<file path="src/mic_diag_pkg.sv">
// Purpose: Shared constants and types for the microphone input fault scan configuration.
// Assumes: One 10 MHz system clock; register values are 8 bits wide.
// Notes: Thresholds are carried in millivolts so the analog side needs no decoding.
package mic_diag_pkg;

  // Register offsets and reset values.
  localparam logic [7:0] SCAN_ENABLES_ADDR = 8'h64;
  localparam logic [7:0] SCAN_ENABLES_RST = 8'h00;
  localparam logic [7:0] TERM_BATT_THR_ADDR = 8'h65;
  localparam logic [7:0] TERM_BATT_THR_RST = 8'h37;
  localparam logic [7:0] GND_BIAS_THR_ADDR = 8'h66;
  localparam logic [7:0] GND_BIAS_THR_RST = 8'h87;
  localparam logic [7:0] SCAN_CTRL_ADDR = 8'h67;
  localparam logic [7:0] SCAN_CTRL_RST = 8'hb8;

  // Field positions.
  localparam int CH1_EN_BIT = 7;
  localparam int CH2_EN_BIT = 6;
  localparam int SE_NEG_INCL_BIT = 1;
  localparam int HI_NIB_MSB = 7;
  localparam int HI_NIB_LSB = 4;
  localparam int LO_NIB_MSB = 3;
  localparam int LO_NIB_LSB = 0;
  localparam int REP_MSB = 7;
  localparam int REP_LSB = 6;
  localparam int GEN_DB_MSB = 3;
  localparam int GEN_DB_LSB = 2;
  localparam int BATT_DB_BIT = 1;
  localparam int DOUBLE_BIT = 0;

  // Threshold steps in millivolts.
  localparam int THR_W = 11;
  localparam logic [10:0] TERM_STEP_MV = 11'h01e;
  localparam logic [10:0] BATT_STEP_MV = 11'h01e;
  localparam logic [10:0] GND_STEP_MV = 11'h03c;
  localparam logic [10:0] BIAS_STEP_MV = 11'h01e;

  // Debounce limits in consecutive scans; no debounce means the first hit.
  localparam logic [4:0] DB_16 = 5'h10;
  localparam logic [4:0] DB_8 = 5'h08;
  localparam logic [4:0] DB_4 = 5'h04;
  localparam logic [4:0] DB_NONE = 5'h01;

  // Scan repetition codes and their periods in milliseconds.
  localparam logic [1:0] REP_CONTINUOUS = 2'h0;
  localparam logic [1:0] REP_1MS = 2'h1;
  localparam logic [1:0] REP_4MS = 2'h2;
  localparam logic [3:0] PERIOD_1_MS = 4'h1;
  localparam logic [3:0] PERIOD_4_MS = 4'h4;
  localparam logic [3:0] PERIOD_8_MS = 4'h8;

  // Clock rate and the length of one millisecond in cycles.
  localparam int CLK_FREQ_HZ = 10000000;
  localparam int MS_PER_S = 1000;
  localparam int MS_CYCLES_DEF = CLK_FREQ_HZ / MS_PER_S;

  // Fault type indices.
  localparam int NUM_FAULTS = 4;
  localparam int F_TERM = 0;
  localparam int F_BATT = 1;
  localparam int F_GND = 2;
  localparam int F_BIAS = 3;

  typedef enum logic [1:0] {
    SC_IDLE = 2'b00,
    SC_REQ = 2'b01,
    SC_RELEASE = 2'b11,
    SC_WAIT = 2'b10
  } scan_state_t;

  typedef struct packed {
    logic [10:0] term;
    logic [10:0] batt;
    logic [10:0] gnd;
    logic [10:0] bias;
  } thresholds_t;

  typedef struct packed {
    logic [3:0] hit;
    logic batt_low;
  } scan_result_t;

  // Threshold in millivolts: code times step, doubled when asked.
  function automatic logic [10:0] thr_mv(input logic [3:0] code, input logic [10:0] step,
                                         input logic dbl);
    logic [10:0] v;
    v = 11'({7'h00, code} * step);
    thr_mv = dbl ? 11'(v << 1) : v;
  endfunction

endpackage

</file>
<file path="src/mic_fault_debounce.sv">
// Purpose: Counts consecutive scans on which one fault type was seen.
// Assumes: step pulses once per completed scan; limit is at least one.
// Notes: A miss on any scan clears both the count and the flag.
`timescale 1ns/100ps
module mic_fault_debounce
  import mic_diag_pkg::*;
(
  // Clock and reset.
  input wire logic clk,
  input wire logic reset,
  // Scan result.
  input wire logic step,
  input wire logic hit,
  input wire logic [4:0] limit,
  // Debounced fault.
  output logic flag
);

  typedef struct packed {
    logic [4:0] cnt;
    logic flag;
  } deb_t;

  deb_t st_reg;
  deb_t st_next;
  logic [4:0] cnt_inc;

  // Count saturates at the limit so a lowered limit takes effect at once.
  always_comb
  begin
    st_next = st_reg;
    cnt_inc = 5'(st_reg.cnt + 5'h01);
    if (step)
    begin
      // RULE13: consecutive hit counting
      if (hit)
      begin
        st_next.cnt = (st_reg.cnt >= limit) ? st_reg.cnt : cnt_inc;
        st_next.flag = (cnt_inc >= limit);
      end
      else
      begin
        st_next.cnt = 5'h00;
        st_next.flag = 1'b0;
      end
    end
  end

  always_ff @(posedge clk)
  begin
    if (reset)
      st_reg <= '0;
    else
      st_reg <= st_next;
  end

  assign flag = st_reg.flag;
endmodule // mic_fault_debounce

</file>
<file path="src/mic_diag_config.sv">
// Purpose: Fault scan configuration registers, scan pacing and fault debounce.
// Assumes: Scan handshake and comparator results arrive from outside the clock domain.
// Notes: Read data appears one cycle after the address; unmapped addresses read zero.
//
// Function
// RULE1: Terminal short threshold is code times 30 mV, reset code 0011b.
// RULE2: Battery short threshold is code times 30 mV, reset code 0111b.
// RULE3: Ground short threshold is code times 60 mV, reset code 1000b.
// RULE4: Bias short threshold is code times 30 mV, reset code 0111b.
// RULE5: Repetition code zero restarts each scan right after the previous one ends.
// RULE6: Codes 1, 2, 3 start a scan every 1, 4, 8 ms; reset 10b.
// RULE7: General debounce 16, 8, 4 scans or none; reset 10b.
// RULE8: Battery short below bias rail debounces 16 or 8 scans; reset 0.
// RULE9: Doubling bit set multiplies every threshold by two; reset 0.
// RULE10: Software writes 11b into the two reserved scan control bits.
// RULE11: Per-channel enables choose which channels are scanned; both reset to 0.
// RULE12: Selection bit includes or excludes single-ended channels' negative pins.
// RULE13: A fault is reported after the debounce count of consecutive detections.
// RULE14: Unlisted threshold codes continue the same linear step.
`timescale 1ns/100ps
module mic_diag_config
  import mic_diag_pkg::*;
#(
  parameter int MS_CYCLES = MS_CYCLES_DEF
)
(
  // Clock and reset.
  input wire logic CLK_SYS,
  input wire logic RESET,
  // Register port.
  input wire logic [7:0] REG_ADDR,
  input wire logic [7:0] REG_WDATA,
  input wire logic REG_WR,
  output logic [7:0] REG_RDATA,
  // Channel configuration from the input stage.
  input wire logic [1:0] SINGLE_ENDED,
  // Scan handshake with the analog scanner.
  output logic SCAN_REQ,
  output logic [3:0] SCAN_PINS,
  input wire logic SCAN_DONE,
  input wire scan_result_t SCAN_RESULT,
  // Thresholds and debounced faults.
  output thresholds_t THRESHOLDS,
  output logic [3:0] FAULT_FLAGS
);
  typedef struct packed {
    logic [7:0] enables;
    logic [7:0] term_batt;
    logic [7:0] gnd_bias;
    logic [7:0] ctrl;
    logic [7:0] rdata;
    scan_state_t st;
    logic [23:0] ms_cnt;
    logic [3:0] ms_elapsed;
    logic req;
    logic [3:0] pins;
    thresholds_t thr;
    logic done_s1;
    logic done_s2;
    scan_result_t res_s1;
    scan_result_t res_s2;
  } core_t;
  localparam logic [23:0] MS_LAST = 24'(MS_CYCLES - 1);
  // Reset thresholds follow from the reset codes with doubling off.
  localparam thresholds_t THR_RST = '{
    term: thr_mv(TERM_BATT_THR_RST[HI_NIB_MSB:HI_NIB_LSB], TERM_STEP_MV, 1'b0),
    batt: thr_mv(TERM_BATT_THR_RST[LO_NIB_MSB:LO_NIB_LSB], BATT_STEP_MV, 1'b0),
    gnd: thr_mv(GND_BIAS_THR_RST[HI_NIB_MSB:HI_NIB_LSB], GND_STEP_MV, 1'b0),
    bias: thr_mv(GND_BIAS_THR_RST[LO_NIB_MSB:LO_NIB_LSB], BIAS_STEP_MV, 1'b0)
  };
  localparam core_t CORE_RST = '{
    enables: SCAN_ENABLES_RST,
    term_batt: TERM_BATT_THR_RST,
    gnd_bias: GND_BIAS_THR_RST,
    ctrl: SCAN_CTRL_RST,
    rdata: 8'h00,
    st: SC_IDLE,
    ms_cnt: 24'h000000,
    ms_elapsed: 4'h0,
    req: 1'b0,
    pins: 4'h0,
    thr: THR_RST,
    done_s1: 1'b0,
    done_s2: 1'b0,
    res_s1: '0,
    res_s2: '0
  };
  core_t st_reg;
  core_t st_next;
  logic any_en;
  logic [1:0] rep;
  logic [3:0] period;
  logic period_done;
  logic scan_step;
  logic dbl;
  logic [4:0] gen_limit;
  logic [4:0] batt_limit;
  logic [4:0] limits [NUM_FAULTS];
  logic [3:0] flags;
  // Decoded controls, all taken from stored register values.
  always_comb
  begin
    any_en = st_reg.enables[CH1_EN_BIT] | st_reg.enables[CH2_EN_BIT];
    rep = st_reg.ctrl[REP_MSB:REP_LSB];
    // RULE9: doubling select
    dbl = st_reg.ctrl[DOUBLE_BIT];
    // RULE6: period per repetition code
    case (rep)
      REP_1MS: period = PERIOD_1_MS;
      REP_4MS: period = PERIOD_4_MS;
      default: period = PERIOD_8_MS;
    endcase
    period_done = (st_reg.ms_elapsed >= period);
    scan_step = (st_reg.st == SC_REQ) && st_reg.done_s2;
    // RULE7: general debounce selection
    case (st_reg.ctrl[GEN_DB_MSB:GEN_DB_LSB])
      2'h0: gen_limit = DB_16;
      2'h1: gen_limit = DB_8;
      2'h2: gen_limit = DB_4;
      default: gen_limit = DB_NONE;
    endcase
    // RULE8: battery short below the bias rail
    batt_limit = st_reg.res_s2.batt_low ? (st_reg.ctrl[BATT_DB_BIT] ? DB_8 : DB_16) : gen_limit;
    limits[F_TERM] = gen_limit;
    limits[F_BATT] = batt_limit;
    limits[F_GND] = gen_limit;
    limits[F_BIAS] = gen_limit;
  end
  // Next state: registers, synchronisers, thresholds, pin selection and scan pacing.
  always_comb
  begin
    st_next = st_reg;
    // Handshake and results are asynchronous, so each passes two flops first.
    st_next.done_s1 = SCAN_DONE;
    st_next.done_s2 = st_reg.done_s1;
    st_next.res_s1 = SCAN_RESULT;
    st_next.res_s2 = st_reg.res_s1;
    // Reserved bits are stored as written; software keeps them at their reset value.
    if (REG_WR)
    begin
      case (REG_ADDR)
        SCAN_ENABLES_ADDR: st_next.enables = REG_WDATA;
        TERM_BATT_THR_ADDR: st_next.term_batt = REG_WDATA;
        GND_BIAS_THR_ADDR: st_next.gnd_bias = REG_WDATA;
        SCAN_CTRL_ADDR: st_next.ctrl = REG_WDATA;
        default: st_next.rdata = st_reg.rdata;
      endcase
    end
    case (REG_ADDR)
      SCAN_ENABLES_ADDR: st_next.rdata = st_reg.enables;
      TERM_BATT_THR_ADDR: st_next.rdata = st_reg.term_batt;
      GND_BIAS_THR_ADDR: st_next.rdata = st_reg.gnd_bias;
      SCAN_CTRL_ADDR: st_next.rdata = st_reg.ctrl;
      default: st_next.rdata = 8'h00;
    endcase
    // RULE14: linear threshold codes
    // RULE1: terminal short step
    st_next.thr.term = thr_mv(st_reg.term_batt[HI_NIB_MSB:HI_NIB_LSB], TERM_STEP_MV, dbl);
    // RULE2: battery short step
    st_next.thr.batt = thr_mv(st_reg.term_batt[LO_NIB_MSB:LO_NIB_LSB], BATT_STEP_MV, dbl);
    // RULE3: ground short step
    st_next.thr.gnd = thr_mv(st_reg.gnd_bias[HI_NIB_MSB:HI_NIB_LSB], GND_STEP_MV, dbl);
    // RULE4: bias short step
    st_next.thr.bias = thr_mv(st_reg.gnd_bias[LO_NIB_MSB:LO_NIB_LSB], BIAS_STEP_MV, dbl);
    // RULE11: enabled channels only
    st_next.pins[0] = st_reg.enables[CH1_EN_BIT];
    st_next.pins[2] = st_reg.enables[CH2_EN_BIT];
    // RULE12: single-ended negative pins
    st_next.pins[1] = st_reg.enables[CH1_EN_BIT]
                      & (~SINGLE_ENDED[0] | st_reg.enables[SE_NEG_INCL_BIT]);
    st_next.pins[3] = st_reg.enables[CH2_EN_BIT]
                      & (~SINGLE_ENDED[1] | st_reg.enables[SE_NEG_INCL_BIT]);
    // One-millisecond enable pulse paces the scans; elapsed count saturates.
    if (st_reg.ms_cnt == MS_LAST)
    begin
      st_next.ms_cnt = 24'h000000;
      if (st_reg.ms_elapsed != 4'hf)
        st_next.ms_elapsed = 4'(st_reg.ms_elapsed + 4'h1);
    end
    else
      st_next.ms_cnt = 24'(st_reg.ms_cnt + 24'h000001);
    // Scan sequencing; the period is measured from the start of each scan.
    case (st_reg.st)
      SC_IDLE:
      begin
        if (any_en)
        begin
          st_next.st = SC_REQ;
          st_next.req = 1'b1;
          st_next.ms_cnt = 24'h000000;
          st_next.ms_elapsed = 4'h0;
        end
      end
      SC_REQ:
      begin
        if (st_reg.done_s2)
        begin
          st_next.st = SC_RELEASE;
          st_next.req = 1'b0;
        end
      end
      SC_RELEASE:
      begin
        if (!st_reg.done_s2)
        begin
          if (!any_en)
            st_next.st = SC_IDLE;
          // RULE5: back to back scans
          else if (rep == REP_CONTINUOUS || period_done)
          begin
            st_next.st = SC_REQ;
            st_next.req = 1'b1;
            st_next.ms_cnt = 24'h000000;
            st_next.ms_elapsed = 4'h0;
          end
          else
            st_next.st = SC_WAIT;
        end
      end
      SC_WAIT:
      begin
        if (!any_en)
          st_next.st = SC_IDLE;
        // RULE6: start at period end
        else if (period_done)
        begin
          st_next.st = SC_REQ;
          st_next.req = 1'b1;
          st_next.ms_cnt = 24'h000000;
          st_next.ms_elapsed = 4'h0;
        end
      end
      default: st_next.st = SC_IDLE;
    endcase
  end
  always_ff @(posedge CLK_SYS)
  begin
    if (RESET)
      st_reg <= CORE_RST;
    else
      st_reg <= st_next;
  end
  // One debouncer per fault type, stepped once per finished scan.
  genvar gi;
  generate
    for (gi = 0; gi < NUM_FAULTS; gi++)
    begin : g_deb
      mic_fault_debounce u_deb (
        .clk(CLK_SYS),
        .reset(RESET),
        .step(scan_step),
        .hit(st_reg.res_s2.hit[gi]),
        .limit(limits[gi]),
        .flag(flags[gi])
      );
    end
  endgenerate
  assign REG_RDATA = st_reg.rdata;
  assign SCAN_REQ = st_reg.req;
  assign SCAN_PINS = st_reg.pins;
  assign THRESHOLDS = st_reg.thr;
  assign FAULT_FLAGS = flags;
endmodule // mic_diag_config

</file>
<file path="config.mk">
export PLATFORM = sky130hd
export DESIGN_NAME = mic_diag_config
export DESIGN_NICKNAME = d
export VERILOG_FILES = /design/src/mic_diag_pkg.sv /design/src/mic_fault_debounce.sv /design/src/mic_diag_config.sv
export SDC_FILE = /design/constraint.sdc
export NUM_CORES = 1
export LEC_CHECK = 0
export ABC_AREA = 1
export BUFFER_PORTS_ARGS = -buffer_cell sky130_fd_sc_hd__buf_2
export CORE_AREA = 2 2 99 196
export CTS_CLUSTER_DIAMETER = 40
export DETAILED_ROUTE_END_ITERATION = 8
export DIE_AREA = 0 0 101 198
export PLACE_DENSITY_LB_ADDON = 0.3
export SYNTH_ARGS = -nofsm -noshare
export SYNTH_HDL_FRONTEND = slang
export SYNTH_SLANG_ARGS = --single-unit
export TNS_END_PERCENT = 1
</file>
<file path="constraint.sdc">
create_clock -name CLK_SYS -period 3.5 [get_ports CLK_SYS]
set_input_delay 0.875 -clock CLK_SYS [delete_from_list [all_inputs] [get_ports CLK_SYS]]
set_output_delay 0.875 -clock CLK_SYS [all_outputs]
set_load 0.05 [all_outputs]
</file>
Word level (Yosys, flattened, before mapping)
Index checks and enable logic that the tools add are counted.
Word-level totals
  input bits: 27
  output and inout bits: 61
  flip-flop bits (word level): 155
Cells by class
  bitwise gates (word level): 8
  multiply operators: 4
  equal/unequal tests: 25
  reductions and logical operators: 17
  muxes and demuxes: 34
  add/sub/neg operators: 6
  order comparisons: 9
Operator list (count)
  31-bit two-way mux: 3
  29-bit two-way mux: 3
  28-bit case mux with 3 select lines: 1
  5-bit >= comparator: 8
  8-bit by 7-bit == test with 1-bit output, second input constant: 4
  4-bit by 4-bit multiplier with 8-bit output, second input constant: 4
  8-bit case mux with 4 select lines: 1
  5-bit two-way mux: 6
  9-bit two-way mux: 3
  24-bit by 1-bit adder with 24-bit output, second input constant: 1
  24-bit by 14-bit == test with 1-bit output, second input constant: 1
  24-bit two-way mux: 1
  6-bit two-way mux: 4
  2-bit inequality test, second input constant: 11
  5-bit by 1-bit adder with 5-bit output, second input constant: 4
  2-bit AND reduction: 8
  5-bit case mux with 3 select lines: 1
  10-bit two-way mux: 1
  2-bit == test, second input constant: 4
  2-bit two-way mux: 4
  4-bit two-way mux: 2
  2-bit case mux with 4 select lines: 1
  4-bit case mux with 2 select lines: 1
  7-bit AND reduction: 1
  15 further kinds: 25

Depth between registers and ports, before layout
  depth in word-level cells: 8
  mapped depth: 14
  mapped depth without buffers: 13

Cells and area by module
A second synthesis with hierarchy kept.
Unflattened totals
  cell total of the unflattened synthesis: 1228
  area, all modules: 9385.3 µm²
By module, submodules not included
  mic_diag_config: area an instance 7188.1 µm², times used 1, cells each 920
  mic_fault_debounce: area an instance 549.3 µm², times used 4, cells each 77

Least setup slack after synthesis
No wires, ideal clock.
  path type: register to register
  start point: register st_reg[117] (netlist name)
  end point: register st_reg (netlist bit THRESHOLDS[29])
  path slack: 1.074 ns
  arrival time: 2.310 ns
  library setup time: 0.115 ns
  period minus slack after synthesis: 2.426 ns
  cell stages (with the launch flop): 9
  path through: dfxtp_1 fa_1 fa_1 inv_1 fa_1 o21ai_0 xor2_1 o21ai_0 inv_1
On the way
  cells in the longest elaborated chain, start to end: 2
RTL lines
  start, declared: line mic_diag_config.sv:88  | core_t st_reg;
  start signal, assigned: line mic_diag_config.sv:241  | st_reg <= st_next;
  4-bit by 4-bit multiplier with 8-bit output: line mic_diag_pkg.sv:87  | v = 11'({7'h00, code} * step);
  9-bit two-way mux: line mic_diag_pkg.sv:88  | thr_mv = dbl ? 11'(v << 1) : v;
Every way passes these cells.
A chain may end at the register's enable or synchronous reset.

Final worst setup path
  start point: register st_reg[109] (netlist name)
  end point: register st_reg (netlist bit THRESHOLDS[7])
The elaborated chain is that of the path after synthesis.

==> results.json <==
{
  "drcViolationCount": 0,
  "htreeDepth": 4,
  "cts_buffers": 17,
  "synth-seq-cells": 147,
  "worstPathMaxFanout": 6,
  "min_from": "st_next[10]",
  "worst_setup_path_end_kind": "flop",
  "rr_startpoint": "st_reg[109]",
  "die_w_um": 101,
  "worst_hold_path_type": "reg2reg",
  "clockRootBuffer": "clkbuf_16",
  "ys.flop_type": "dfxtp_1",
  "detail_route.iter0.violations": 263,
  "synth_area_leaders": "dfxtp_1 (32%), ha_1 (12%), nand2_1 (7.9%)",
  "avgViaCountPerCell": 5.203,
  "grt_pass1_vias": 7608,
  "cts_tree": "yes",
  "clock.fmax_ghz": 0.3748,
  "reg2reg_depth": 8,
  "async_flop_share_pct": 0,
  "pin_count": 88,
  "max-vdd-ir-drop_v": 0.0003164,
  "ctsResizeCount": 0,
  "wl_mm": 21.01,
  "cts_setup_buffers": 0,
  "die-area_mm2": 0.02000,
  "setup_viol": 0,
  "synth_edf_count": 0,
  "worst_slew_pin_slew_ps": 638.6,
  "largest_reg_flops": 63,
  "skew_ps": 11.71,
  "synth_cells": 1176,
  "hold_violations": 0,
  "p_per_area_mw_per_mm2": 394.5,
  "placeableCoreArea_mm2": 0.01866,
  "dr.pass1.iters": 5,
  "postSynthAreaPerCell_um2": 7.743,
  "post-route-cell-area_mm2": 0.009943,
  "power.leakage_nw": 4.567,
  "rsz0062_at_grt": "false",
  "min_path_cells": 2,
  "busiest_layer": "met2",
  "synth_common_cells": "nand2_1 (191), inv_1 (186), dfxtp_1 (147)",
  "rows": 71,
  "start_kind": "flop",
  "worst_ep_arrival_time_ps": 2990,
  "grtUsageTotal_pct": 22.43,
  "use_met3_pct": 4.377,
  "cts_max_path_buffers": 2,
  "numPortBuffers": 79,
  "r2r-end": "THRESHOLDS[7]",
  "yosysUniqueCellTypes": 43,
  "drv_cap": 0,
  "maxSlewHeadroom_pct": 56.98,
  "wl_per_cell_um": 14.59,
  "synth_most_common_cell": "nand2_1",
  "cts.reportedPaths.clkPinSlew_ps": 70,
  "synth_warnings": 0,
  "path_class": "reg2reg",
  "min_to": "st_reg[10]",
  "gp_congestion": 0.9031,
  "vias": 7493,
  "place_area_mm2": 0.009294,
  "postCtsHoldBufs": 0,
  "ant_nets": 0,
  "grt_util_met1_pct": 21.17,
  "insertedDiodeCount": 0,
  "seq_area_frac_synth_pct": 32.32,
  "grt_max_degree": 32,
  "start_util_pct": 48.81,
  "syn2layout_area_growth_pct": 9.192,
  "outcome": "finished, final reports clean",
  "fill_cells": 1789,
  "synth.top_cell.area_share_pct": 32.32,
  "dieHeight_um": 198,
  "grt_overflow": 0,
  "slew_viol_final": 0,
  "final_layout_size_suffix_gt1_share_pct": 12.94,
  "nets": 1343,
  "setup_tns_ps": 0,
  "fin_crit_ps": 2668,
  "use_met2_pct": 41.88,
  "syn_area_mm2": 0.009106,
  "r2r_setup_slack_ps": 830,
  "clock_latency_ps": 430,
  "clock-sinks": 147,
  "finalCritPeriodShare_pct": 76.24,
  "crit_required_ps": 3830,
  "grt_pass1_wl_mm": 34.98,
  "hold_ws_ps": 397.3,
  "yosys.area.top_type": "dfxtp_1",
  "dp_hpwl_mm": 16.42,
  "antenna_found_initial": 0
}
where the power goes:
part           internal (mW)  switching [mW]  total [mW]
Combinational         0.0518           0.142       0.194
Sequential              1.69          0.0142        1.71
Clock                   1.29           0.735        2.02
Total                   3.03           0.891        3.92
layout by cell type (no fill, tap or decap), drive strengths merged, types with 5 or more instances in the layout:
| master | instances |
|---|---|
| ha | 88 |
| o22ai | 9 |
| a21oi | 75 |
| nor3 | 15 |
| clkinv | 6 |
| a31oi | 8 |
| o21ai | 68 |
| xnor2 | 18 |
| clkbuf | 20 |
| nand2 | 196 |
| bufinv | 5 |
| nor2 | 100 |
| conb | 8 |
| fa | 20 |
| dfxtp | 147 |
| nand3b | 5 |
| inv | 194 |
| nand4 | 30 |
| a22oi | 5 |
| nand3 | 71 |
| buf | 84 |
| xor2 | 24 |
routing by layer:
layer / vias to the layer above / routed length (um)
li1: 3785 / -
met1: 3458 / 7452
met2: 170 / 11250
met3: 80 / 841
met4: 0 / 1469
met5: - / 0
per-stage QoR:
step           total power, mW  setup slack (ps)  utilization, %  std cells
2_1_floorplan            1.891              1074               -       1183
6_report                 3.922             831.8           53.30       1440
5_1_grt                  4.051             643.2           53.30       1440
3_3_place_gp             1.935             929.3           49.82       1408
4_1_cts                  3.955             848.5           53.30       1440
3_5_place_dp             1.937             871.2           49.82       1408
cell families after synthesis:
logic type / share of synthesized area, %
simple gates: 22.26
buf+inv: 14.01
compound gates: 10.84
flops: 32.32
fa+ha+maj: 16.49
xor+xnor: 4.040
other cells: 0.04118
final cells by class:
cell class                 count  area, um2  share of cell area [%]
tap                          219      274.0                   2.756
clock buffer                  20      446.7                   4.492
inverter                     194      730.7                   7.349
clock inverter                12      202.7                   2.039
timing repair buffer          84      432.9                   4.354
multi-input combinational    764       4913                   49.41
sequential                   147       2943                   29.60
critical path: stages (launching register included):
cell and delay, ps:
dfxtp_1 500, fa_1 520, fa_1 530, inv_1 60, fa_1 400, o21ai_0 240, xor2_1 110, o21ai_0 160
inv_1 50
worst max-delay path by stage:
stage          slack [ps]             end         from  cells after the start
6_report              830   THRESHOLDS[7]  st_reg[109]                      8
5_1_grt               640  THRESHOLDS[19]  st_reg[113]                     11
4_1_cts               850  THRESHOLDS[19]  st_reg[113]                     11
3_5_place_dp          870   THRESHOLDS[7]  st_reg[109]                      8
3_3_place_gp          930  THRESHOLDS[29]  st_reg[117]                      8
2_1_floorplan        1070  THRESHOLDS[29]  st_reg[117]                      8
Note: power is estimated with default switching activity, not from simulation.
